==> src/shared/pcec_defs.svh <==
// constants for the pci command error controls block
// ************************************************************
// Notes on behaviour
// ************************************************************
// Notes on behaviour
// - parity response control bit six, read/write
// - response off: no parity pin; system-error only on host request
// - response on: parity pin; system-error if enabled
// - detected parity flag always set on parity errors
// - bit seven reads zero, never stepping
// - system-error enable clear: never drive pin
// - system-error enable set: drive on conditions
// - fast back-to-back clear: master never chains
// - fast back-to-back set: chaining permitted
// - bits fifteen to ten read zero
`ifndef PCEC_DEFS_SVH
`define PCEC_DEFS_SVH
`define PCEC_OFS_CMD 4'h0
`define PCEC_OFS_STAT 4'h4
`define PCEC_OFS_MASK 4'h8
`define PCEC_BIT_PER 6
`define PCEC_BIT_WAIT 7
`define PCEC_BIT_SEE 8
`define PCEC_BIT_FBB 9
`define PCEC_CMD_WMASK 16'h0340
`define PCEC_CMD_RST 16'h0000
`define PCEC_ST_DPE 0
`define PCEC_ST_SSE 1
`define PCEC_ST_MDPE 2
`define PCEC_ST_RST 3'h0
`endif

==> src/shared/pcec_pkg.sv <==
// types for the pci command error controls block
package pcec_pkg;
    typedef struct packed {
        logic addr_perr;
        logic data_perr;
        logic host_serr;
    } pcec_err_t;
    typedef struct packed {
        logic perr;
        logic serr;
        logic fbb_ok;
    } pcec_pins_t;
endpackage

==> src/core/pcec_top.sv <==
// pci command error controls with avalon-mm register slave
`timescale 1ns/1ps
`default_nettype none
`include "pcec_defs.svh"
module pcec_top
(
    input wire logic REF_CLK_I,
    input wire logic RESET_I,
    input wire logic [3:0] AVS_ADDRESS_I,
    input wire logic AVS_READ_I,
    input wire logic AVS_WRITE_I,
    input wire logic [31:0] AVS_WRITEDATA_I,
    input wire logic [3:0] AVS_BYTEENABLE_I,
    output logic [31:0] AVS_READDATA_O,
    output logic AVS_WAITREQUEST_O,
    input wire logic ADDR_PERR_I,
    input wire logic DATA_PERR_I,
    input wire logic HOST_SERR_I,
    output logic PERR_O,
    output logic SERR_O,
    output logic FBB_OK_O,
    output logic IRQ_O
);
    // ************************************************************
    // state
    // ************************************************************
    typedef struct packed {
        logic [15:0] cmd;
        logic [2:0] mask;
        logic [31:0] rdata;
        logic ack;
        logic perr;
        logic serr;
        logic fbb;
        logic irq;
    } pcec_state_t;

    pcec_state_t st_r;
    pcec_state_t st_nxt;
    pcec_pkg::pcec_err_t err;
    pcec_pkg::pcec_pins_t pins;
    logic [2:0] stat;
    logic [2:0] ev_set;
    logic [2:0] ev_clr;
    logic wr_cmd;
    logic wr_stat;
    logic wr_mask;

    function automatic logic [15:0] pcec_lo16(input logic [31:0] d, input logic [3:0] be, input logic [15:0] old);
        pcec_lo16 = {be[1] ? d[15:8] : old[15:8], be[0] ? d[7:0] : old[7:0]};
    endfunction

    assign err.addr_perr = ADDR_PERR_I;
    assign err.data_perr = DATA_PERR_I;
    assign err.host_serr = HOST_SERR_I;

    // ************************************************************
    // response and status
    // ************************************************************
    pcec_resp u_resp
    (
        .per_en_i(st_r.cmd[`PCEC_BIT_PER]),
        .serr_en_i(st_r.cmd[`PCEC_BIT_SEE]),
        .fbb_en_i(st_r.cmd[`PCEC_BIT_FBB]),
        .err_i(err),
        .pins_o(pins)
    );

    // detected parity does not look at the response bit
    assign ev_set[`PCEC_ST_DPE] = ADDR_PERR_I | DATA_PERR_I;
    assign ev_set[`PCEC_ST_SSE] = pins.serr;
    assign ev_set[`PCEC_ST_MDPE] = pins.perr;

    // one-wait-cycle access: the write lands on the edge where waitrequest is low
    assign wr_cmd = AVS_WRITE_I & st_r.ack & (AVS_ADDRESS_I == `PCEC_OFS_CMD);
    assign wr_stat = AVS_WRITE_I & st_r.ack & (AVS_ADDRESS_I == `PCEC_OFS_STAT) & AVS_BYTEENABLE_I[0];
    assign wr_mask = AVS_WRITE_I & st_r.ack & (AVS_ADDRESS_I == `PCEC_OFS_MASK) & AVS_BYTEENABLE_I[0];
    assign ev_clr = wr_stat ? AVS_WRITEDATA_I[2:0] : 3'h0;

    pcec_irq u_irq
    (
        .clk_i(REF_CLK_I),
        .rst_i(RESET_I),
        .set_i(ev_set),
        .clr_i(ev_clr),
        .stat_o(stat)
    );

    // ************************************************************
    // register slave
    // ************************************************************
    always_comb
    begin
        st_nxt = st_r;
        st_nxt.ack = (AVS_READ_I | AVS_WRITE_I) & ~st_r.ack;
        if (wr_cmd)
            // only the three control bits store; stepping bit and top bits stay zero
            st_nxt.cmd = pcec_lo16(AVS_WRITEDATA_I, AVS_BYTEENABLE_I, st_r.cmd) & `PCEC_CMD_WMASK;
        if (wr_mask)
            st_nxt.mask = AVS_WRITEDATA_I[2:0];
        st_nxt.rdata = 32'h0;
        if (AVS_READ_I & ~st_r.ack)
        begin
            case (AVS_ADDRESS_I)
                `PCEC_OFS_CMD: st_nxt.rdata = {16'h0, st_r.cmd};
                `PCEC_OFS_STAT: st_nxt.rdata = {29'h0, stat};
                `PCEC_OFS_MASK: st_nxt.rdata = {29'h0, st_r.mask};
                default: st_nxt.rdata = 32'h0;
            endcase
        end
        st_nxt.perr = pins.perr;
        st_nxt.serr = pins.serr;
        st_nxt.fbb = pins.fbb_ok;
        st_nxt.irq = |(stat & st_r.mask);
    end

    always_ff @(posedge REF_CLK_I)
    begin
        if (RESET_I)
        begin
            st_r <= '0;
            st_r.cmd <= `PCEC_CMD_RST;
        end
        else
            st_r <= st_nxt;
    end

    assign AVS_READDATA_O = st_r.rdata;
    assign AVS_WAITREQUEST_O = ~st_r.ack;
    assign PERR_O = st_r.perr;
    assign SERR_O = st_r.serr;
    assign FBB_OK_O = st_r.fbb;
    assign IRQ_O = st_r.irq;

    // ************************************************************
    // checks
    // ************************************************************
    a_perr_gated: assert property (@(posedge REF_CLK_I) disable iff (RESET_I)
        PERR_O |-> $past(st_r.cmd[`PCEC_BIT_PER]) && $past(DATA_PERR_I)) else $error("perr without enable");
    a_perr_fires: assert property (@(posedge REF_CLK_I) disable iff (RESET_I)
        (st_r.cmd[`PCEC_BIT_PER] && DATA_PERR_I) |=> PERR_O) else $error("perr missed");
    a_serr_off: assert property (@(posedge REF_CLK_I) disable iff (RESET_I)
        !st_r.cmd[`PCEC_BIT_SEE] |=> !SERR_O) else $error("serr while disabled");
    a_serr_fires: assert property (@(posedge REF_CLK_I) disable iff (RESET_I)
        (st_r.cmd[`PCEC_BIT_SEE] && HOST_SERR_I) |=> SERR_O) else $error("serr missed");
    a_serr_apar: assert property (@(posedge REF_CLK_I) disable iff (RESET_I)
        (st_r.cmd[`PCEC_BIT_SEE] && !st_r.cmd[`PCEC_BIT_PER] && ADDR_PERR_I && !HOST_SERR_I) |=> !SERR_O)
        else $error("address parity serr without response");
    a_dpe_sets: assert property (@(posedge REF_CLK_I) disable iff (RESET_I)
        (ADDR_PERR_I || DATA_PERR_I) |=> stat[`PCEC_ST_DPE]) else $error("detected parity not set");
    a_cmd_zeros: assert property (@(posedge REF_CLK_I) disable iff (RESET_I)
        (st_r.cmd & ~`PCEC_CMD_WMASK) == 16'h0) else $error("reserved command bits set");
    a_fbb_follow: assert property (@(posedge REF_CLK_I) disable iff (RESET_I)
        FBB_OK_O == $past(st_r.cmd[`PCEC_BIT_FBB])) else $error("fast back-to-back mismatch");
    a_reset_clear: assert property (@(posedge REF_CLK_I)
        $past(RESET_I) |-> st_r.cmd == 16'h0) else $error("command not cleared");
    a_cmd_write: assert property (@(posedge REF_CLK_I) disable iff (RESET_I)
        (wr_cmd && AVS_BYTEENABLE_I[0]) |=> st_r.cmd[`PCEC_BIT_PER] == $past(AVS_WRITEDATA_I[6]))
        else $error("response bit not written");

    // ************************************************************
    // bus and output checks
    // ************************************************************
    // the slave always answers after exactly one wait cycle, so the master always sees a one-cycle stall
    a_wait_idle: assert property (@(posedge REF_CLK_I) disable iff (RESET_I)
        !(AVS_READ_I || AVS_WRITE_I) |=> AVS_WAITREQUEST_O)
        else $error("waitrequest low without request");
    a_wait_one: assert property (@(posedge REF_CLK_I) disable iff (RESET_I)
        ((AVS_READ_I || AVS_WRITE_I) && AVS_WAITREQUEST_O) |=> !AVS_WAITREQUEST_O)
        else $error("request not answered");
    a_wait_short: assert property (@(posedge REF_CLK_I) disable iff (RESET_I)
        !AVS_WAITREQUEST_O |=> AVS_WAITREQUEST_O)
        else $error("waitrequest low too long");
    a_rdata_idle: assert property (@(posedge REF_CLK_I) disable iff (RESET_I)
        AVS_WAITREQUEST_O |-> AVS_READDATA_O == 32'h0)
        else $error("read data outside answer");
    a_step_bit: assert property (@(posedge REF_CLK_I) disable iff (RESET_I)
        !AVS_READDATA_O[`PCEC_BIT_WAIT])
        else $error("stepping bit reads one");
    a_top_zero: assert property (@(posedge REF_CLK_I) disable iff (RESET_I)
        AVS_READDATA_O[31:16] == 16'h0)
        else $error("upper read data not zero");
    a_perr_quiet: assert property (@(posedge REF_CLK_I) disable iff (RESET_I)
        !st_r.cmd[`PCEC_BIT_PER] |=> !PERR_O)
        else $error("perr while response off");
    a_serr_apar_on: assert property (@(posedge REF_CLK_I) disable iff (RESET_I)
        (st_r.cmd[`PCEC_BIT_SEE] && st_r.cmd[`PCEC_BIT_PER] && ADDR_PERR_I) |=> SERR_O)
        else $error("address parity serr missed");
    a_out_reset: assert property (@(posedge REF_CLK_I)
        $past(RESET_I) |-> (!FBB_OK_O && !PERR_O && !SERR_O && !IRQ_O))
        else $error("outputs not cleared");
    a_sse_sets: assert property (@(posedge REF_CLK_I) disable iff (RESET_I)
        SERR_O |-> stat[`PCEC_ST_SSE])
        else $error("signaled serr not recorded");
    a_mdpe_sets: assert property (@(posedge REF_CLK_I) disable iff (RESET_I)
        PERR_O |-> stat[`PCEC_ST_MDPE])
        else $error("reported perr not recorded");
    a_mask_write: assert property (@(posedge REF_CLK_I) disable iff (RESET_I)
        wr_mask |=> st_r.mask == $past(AVS_WRITEDATA_I[2:0]))
        else $error("mask not written");
    a_irq_level: assert property (@(posedge REF_CLK_I) disable iff (RESET_I)
        IRQ_O == $past(|(stat & st_r.mask)))
        else $error("interrupt level wrong");
endmodule // pcec_top
`default_nettype wire

==> src/core/pcec_resp.sv <==
// parity and system-error response gating
`timescale 1ns/1ps
`default_nettype none
`include "pcec_defs.svh"
module pcec_resp
(
    input wire logic per_en_i,
    input wire logic serr_en_i,
    input wire logic fbb_en_i,
    input wire pcec_pkg::pcec_err_t err_i,
    output var pcec_pkg::pcec_pins_t pins_o
);
    always_comb
    begin
        pins_o.perr = per_en_i & err_i.data_perr;
        // address parity needs both enables; host request needs only the system-error enable
        pins_o.serr = serr_en_i & ((per_en_i & err_i.addr_perr) | err_i.host_serr);
        pins_o.fbb_ok = fbb_en_i;
    end
endmodule // pcec_resp
`default_nettype wire

==> src/core/pcec_irq.sv <==
// sticky event status with set and clear inputs; mask and level interrupt are in pcec_top
`timescale 1ns/1ps
`default_nettype none
`include "pcec_defs.svh"
module pcec_irq
(
    input wire logic clk_i,
    input wire logic rst_i,
    input wire logic [2:0] set_i,
    input wire logic [2:0] clr_i,
    output logic [2:0] stat_o
);
    always_ff @(posedge clk_i)
    begin
        if (rst_i)
            stat_o <= `PCEC_ST_RST;
        else
            stat_o <= (stat_o & ~clr_i) | set_i; // set beats clear
    end
endmodule // pcec_irq
`default_nettype wire

==> config.mk <==
export PLATFORM = sky130hd
export DESIGN_NAME = pcec_top
export DESIGN_NICKNAME = d
export VERILOG_FILES = /design/src/shared/pcec_pkg.sv /design/src/core/pcec_top.sv /design/src/core/pcec_resp.sv /design/src/core/pcec_irq.sv
export VERILOG_INCLUDE_DIRS = /design/src /design/src/shared
export SDC_FILE = /design/constraint.sdc
export NUM_CORES = 1
export LEC_CHECK = 0
export ABC_CLOCK_PERIOD_IN_PS = 1500
export BUFFER_PORTS_ARGS = -buffer_cell sky130_fd_sc_hd__buf_2
export CORE_MARGIN = 4
export CORE_UTILIZATION = 25
export CTS_CLUSTER_DIAMETER = 60
export DETAILED_ROUTE_END_ITERATION = 16
export RECOVER_POWER = 50
export SKIP_LAST_GASP = 1
export SLEW_MARGIN = 40
export SYNTH_ARGS = -nofsm -noshare
export SYNTH_HDL_FRONTEND = slang
export SYNTH_SLANG_ARGS = --single-unit
==> constraint.sdc <==
create_clock -name REF_CLK_I -period 1.5 [get_ports REF_CLK_I]
set_clock_uncertainty 0.1 [all_clocks]
set_input_delay 0.225 -clock REF_CLK_I [delete_from_list [all_inputs] [get_ports REF_CLK_I]]
set_output_delay 0.225 -clock REF_CLK_I [all_outputs]
set_load 0.005 [all_outputs]
======== After elaboration in Yosys (flattened, before gate mapping) ========
Cells that the tools add are included.
Widths: inputs -> output; s select.
operators by class
  bitwise operators ....................... 20
  eq/ne operators ......................... 2
  multiplexer cells ....................... 2
  reduce and logical (&&, ||, !) cells .... 5
operators with widths
  kind                number
  $pmux 10 s3         1
  $and 1x1->1         11
  $and 3x3->3         2
  $eq 4x3->1 const B  1
  $eq 4x4->1 const B  1
  $logic_not 4->1     1
  $reduce_and 2->1    2
  $mux 3              1
  $not 3->3           1
  $or 1x1->1          3
  $or 3x3->3          1
  $reduce_or 3->1     1
  $not 1->1           2
  $reduce_or 2->1     1
storage, ports and cells
  bits of input ports ..................... 47
  flip-flop bits (word level) ............. 46

======== Logic depth before layout (Yosys ltp) ========
  word-level depth ........................ 7
  gate-level depth with buffers ........... 4

======== Hierarchy ========
Synthesis repeated with hierarchy kept, for this count alone.
unflattened totals
  cell total of the unflattened synthesis .. 117
  area, all modules ....................... 1,066.0 sq um
by module, submodules not included
  module     seq. area each (sq um)  instances  cells an instance  area an instance (sq um)
  pcec_top   340.3                   1          101                934.6
  pcec_irq   60.1                    1          12                 105.1
  pcec_resp  0.0                     1          4                  26.3

======== Least setup slack after synthesis ========
No wires, ideal clock.
  path kind ............................... flip-flop to flip-flop
  start ................................... register st_r[4] (netlist bit)
  end ..................................... register st_r[49] (netlist bit)
  arrival time ............................ 1,101 ps
  clock period less this slack ............ 1,324 ps
  required time ........................... 1,277 ps
  path slack .............................. 176 ps
  cell stages (with the launch flop) ...... 5
  path through ............................ dfxtp_1 and2_1 buf_2 and3_4 mux2_1
between the ends
  longest elaborated chain between the ends .. 3
RTL lines
  what                        line             RTL
  start: declaration          pcec_top.sv:38   pcec_state_t st_r;
  start signal: assignment    pcec_top.sv:125  st_r <= st_nxt;
  $and 1x1->1 (2 in a row)    pcec_top.sv:75   assign wr_cmd = AVS_WRITE_I & st_r.ack & (AVS_ADDRESS_I == `PCEC_OFS_CMD);
  $reduce_and 2->1 (no line)  n/a
Every way passes these cells.
A chain may end at the register's enable or synchronous reset.

======== Worst setup path in the final report ========
  start ................................... register st_r[4] (netlist bit)
  end ..................................... register u_irq.stat_o[0]
between the ends
  longest elaborated chain between the ends .. 7
RTL lines
  what                      line            RTL
  $and 1x1->1 (3 in a row)  pcec_top.sv:76  assign wr_stat = AVS_WRITE_I & st_r.ack & (AVS_ADDRESS_I == `PCEC_OFS_STAT) & AVS_BYTEENABLE_I[0];
  $mux 3                    pcec_top.sv:78  assign ev_clr = wr_stat ? AVS_WRITEDATA_I[2:0] : 3'h0;
  $not 3->3                 pcec_irq.sv:18  stat_o <= (stat_o & ~clr_i) | set_i;
  $and 3x3->3               pcec_irq.sv:18
  $or 3x3->3                pcec_irq.sv:18
  end signal: assignment    pcec_irq.sv:16  stat_o <= `PCEC_ST_RST;
  end signal: assignment    pcec_irq.sv:18
  end: declaration          pcec_irq.sv:11  output logic [2:0] stat_o
Every way passes these cells.

==> results.rst <==
.. list-table::
   :header-rows: 1

   * - Metric
     - Value
   * - I/O pin count
     - 84
   * - Share of total power in combinational logic
     - under 10%
   * - N_diodes
     - 0
   * - Largest driver fanout on the critical path
     - 8
   * - Detailed route wirelength on metal3
     - 211 um
   * - # setup viols final
     - 0
   * - Number of remaining DRC errors
     - 0
   * - Proportion of netlist area held by the largest area contributor
     - 39.26%
   * - Cell area after synthesis
     - between 1000 and 1500 um2
   * - Clock sink count
     - 20
   * - Clock Root Buffer
     - clkbuf_8
   * - Final core utilization
     - 29.78%
   * - Vias in the first global route
     - between 700 and 800
   * - Worst-case setup margin in the final layout
     - between 0.2 and 0.25 ns
   * - Worst R2R Setup Slack
     - around 0.23 ns
   * - Upper clock frequency limit
     - 0.7876 GHz
   * - FILL cells
     - ~420
   * - Effective utilization at floorplan
     - 26.84%
   * - Total number of nets in the final design
     - 184
   * - Die Span Y
     - 71.87 um
   * - Overall fraction of global-route tracks in use
     - a little under 9%
   * - Critical path start-end classification
     - reg2reg
   * - Average wire length per cell after detail routing
     - 11.31 um
   * - Final routed wirelength across all metal layers
     - roughly 2100 um
   * - Hold-critical path depth
     - 2
   * - Post-route setup TNS
     - 0 ns
   * - Net load switching power
     - about 230 uW
   * - Layout cell share with drive strength beyond 1
     - 26.47%
   * - Worst supply voltage drop on vdd
     - 0.0002928 V
   * - Status
     - completed
   * - Router iterations before antenna repair
     - 4
   * - Largest area contributor in the synthesized netlist
     - dfxtp_1
   * - Number of instances in the synthesized netlist
     - between 100 and 150
   * - Critical Path End Type
     - flip-flop
   * - P_int
     - between 800 and 900 uW
   * - # rows
     - 22
   * - Detail Route Antenna Nets
     - 0
   * - Share of flip-flops with an asynchronous set or reset
     - 0%
   * - CTS tree
     - built
   * - RSZ-0062 raised after global routing
     - false
   * - Number of register bits inferred by synthesis
     - 20
   * - Die Wd
     - 71.87 um
   * - Mean post-synth cell area
     - 9.270 um2
   * - Final worst path period share
     - about 85%
   * - Number of distinct standard cells referenced by the synthesized netlist
     - 29
   * - Setup crit start kind
     - flip-flop
   * - Clock period minus final worst setup slack
     - 1.270 ns
   * - Count of cells resized by post-cts repair
     - 0
   * - Core region area
     - between 3000 and 4000 um2
   * - Highest metal layer with signal wires
     - met4
   * - Most repeated cell in the gate-level netlist after synthesis
     - buf_4
   * - CP required
     - roughly 1.6 ns
   * - Number of buffers inserted for hold repair after clock tree synthesis
     - 0
   * - CTS clk-pin slew, worst paths
     - approximately 0.070 ns
   * - Placement-stage cell area
     - 1084 um2
   * - Post-synthesis sequential area ratio
     - between 30 and 40%
   * - Initial antenna violation count
     - 0
   * - Routed met1 length
     - 825 um
   * - Setup repair bufs after CTS
     - 0
   * - Later-pin clock latency in the skew report
     - about 0.26 ns
   * - Level count of the clock H-tree
     - 1
   * - Total Die Area
     - between 5000 and 6000 um2
   * - Top FF cell, synth
     - dfxtp_1
   * - Syn. warnings
     - 0
   * - DP HPWL
     - 1725 um
   * - Via density per instance
     - 4.120
   * - CTS buffer count
     - 3
   * - Clock Power Share
     - 38.9%
   * - Power share of the sequential group
     - 51.9%
   * - Post-synth EDFFs
     - 0
   * - Static leakage power
     - ~0.50 nW
   * - Met2 Wirelength
     - 1007 um
   * - Data arrival time of the critical path
     - 1.32 ns
   * - Cell count after placement
     - 180
   * - Area of all placed cells without fillers
     - 1131 um2
   * - Depth of the most critical reg-to-reg path
     - 4
   * - Cell types with the largest area share after synthesis
     - dfxtp_1 (39%), buf_4 (24%), nand4_1 (3.7%), nor2_1 (2.6%), a31o_2 (2.6%)
   * - Power per cell area
     - around 920 nW/um2
   * - Worst hold slack across all endpoints
     - 0.08682 ns
   * - Number of max-cap violations
     - 0
   * - Residual overflow from global routing
     - 0
   * - Total power after layout
     - 1.038 mW
   * - Hold/Removal Path Class
     - in2reg
   * - Leading cell types by count after synthesis
     - buf_4 (32), dfxtp_1 (20), nor2_1 (7), nand4_1 (6), a21oi_1 (5)
   * - First-pass GRT wire length
     - 3463 um
   * - Worst slack, placed
     - 0.06650 ns
   * - Total count of max-transition violations in the final report
     - 0
   * - Number of DRC markers in iteration 0
     - 29
   * - Cell Count, Final, Fillers Out
     - 184
   * - Weighted congestion reported at the end of routability-driven placement
     - 0.7382
   * - Max Root-Sink Buffers
     - 2
   * - Share of total power consumed by net switching
     - 22.59%
   * - Count of endpoints failing hold in the final timing report
     - 0
   * - Pin count of the biggest net entering global routing
     - 12
   * - Synth-to-layout area growth
     - 10.92%
   * - Number of vias in the routed layout
     - 758
   * - Buffers on Ports
     - 29
power groups by stage:
stage / combinational (mW) / clock [mW] / sequential (mW)
after detailed placement: 0.0944 / 0 / 0.551
after global placement: 0.0931 / 0 / 0.552
after floorplan: 0.0973 / 0 / 0.550
after global routing: 0.110 / 0.441 / 0.540
final: 0.0950 / 0.404 / 0.539
after CTS: 0.0947 / 0.417 / 0.539
flip-flops by register name (all words and copies together) (netlist names):
register / flops
SERR_O: 1
u_irq.stat_o: 3
st_r: 7
FBB_OK_O: 1
AVS_READDATA_O: 6
PERR_O: 1
IRQ_O: 1
worst max-delay path, cell delays in order, from the launching register on:
cell     delay, ns
dfxtp_1       0.37
and2_1        0.16
buf_4         0.15
a41oi_1       0.13
o31a_1        0.26
cells in the final DEF (no fill, tap or decap), types with 2 or more instances in the layout:
| cell type | n |
|---|---|
| conb_1 | 26 |
| buf_2 | 23 |
| dfxtp_1 | 20 |
| nor2_1 | 7 |
| nand4_1 | 6 |
| a21oi_1 | 5 |
| clkbuf_1 | 5 |
| inv_1 | 4 |
| and2_1 | 4 |
| clkbuf_8 | 4 |
| nor2b_1 | 3 |
| o21ai_0 | 3 |
| a22oi_1 | 3 |
| a31o_2 | 3 |
| and3_1 | 2 |
| buf_4 | 2 |
worst paths after layout:
kind,startpoint,endpoint
worst max-delay path,st_r[4],u_irq.stat_o[0]
worst min-delay path,AVS_READ_I,st_r[4]
worst max register to register,st_r[4],u_irq.stat_o[0]
worst min register to register,st_r[49],AVS_READDATA_O[9]
final cells by class:
cell class	count	area, um2	share of cell area (%)
inverter	4	15.01	1.327
clock buffer	4	55.05	4.867
timing repair buffer	31	152.6	13.50
tap	48	60.06	5.310
multi-input combinational	77	447.9	39.60
sequential	20	400.4	35.40
logic make-up after synthesis:
logic type	count (synthesis)	synth area share, %
other	1	0.3677
buffers and inverters	38	26.01
flip-flops	20	39.26
multiplexers	2	2.086
AND/OR/NAND/NOR	31	20.12
AO/OA/AOI/OAI	18	12.15
metal layers:
metal	up-vias	track usage (%)
met5	-	0
met4	0	6.054
li1	377	-
met3	2	1.823
met2	40	14.39
met1	339	9.815
(Power assumes the default switching activity.)
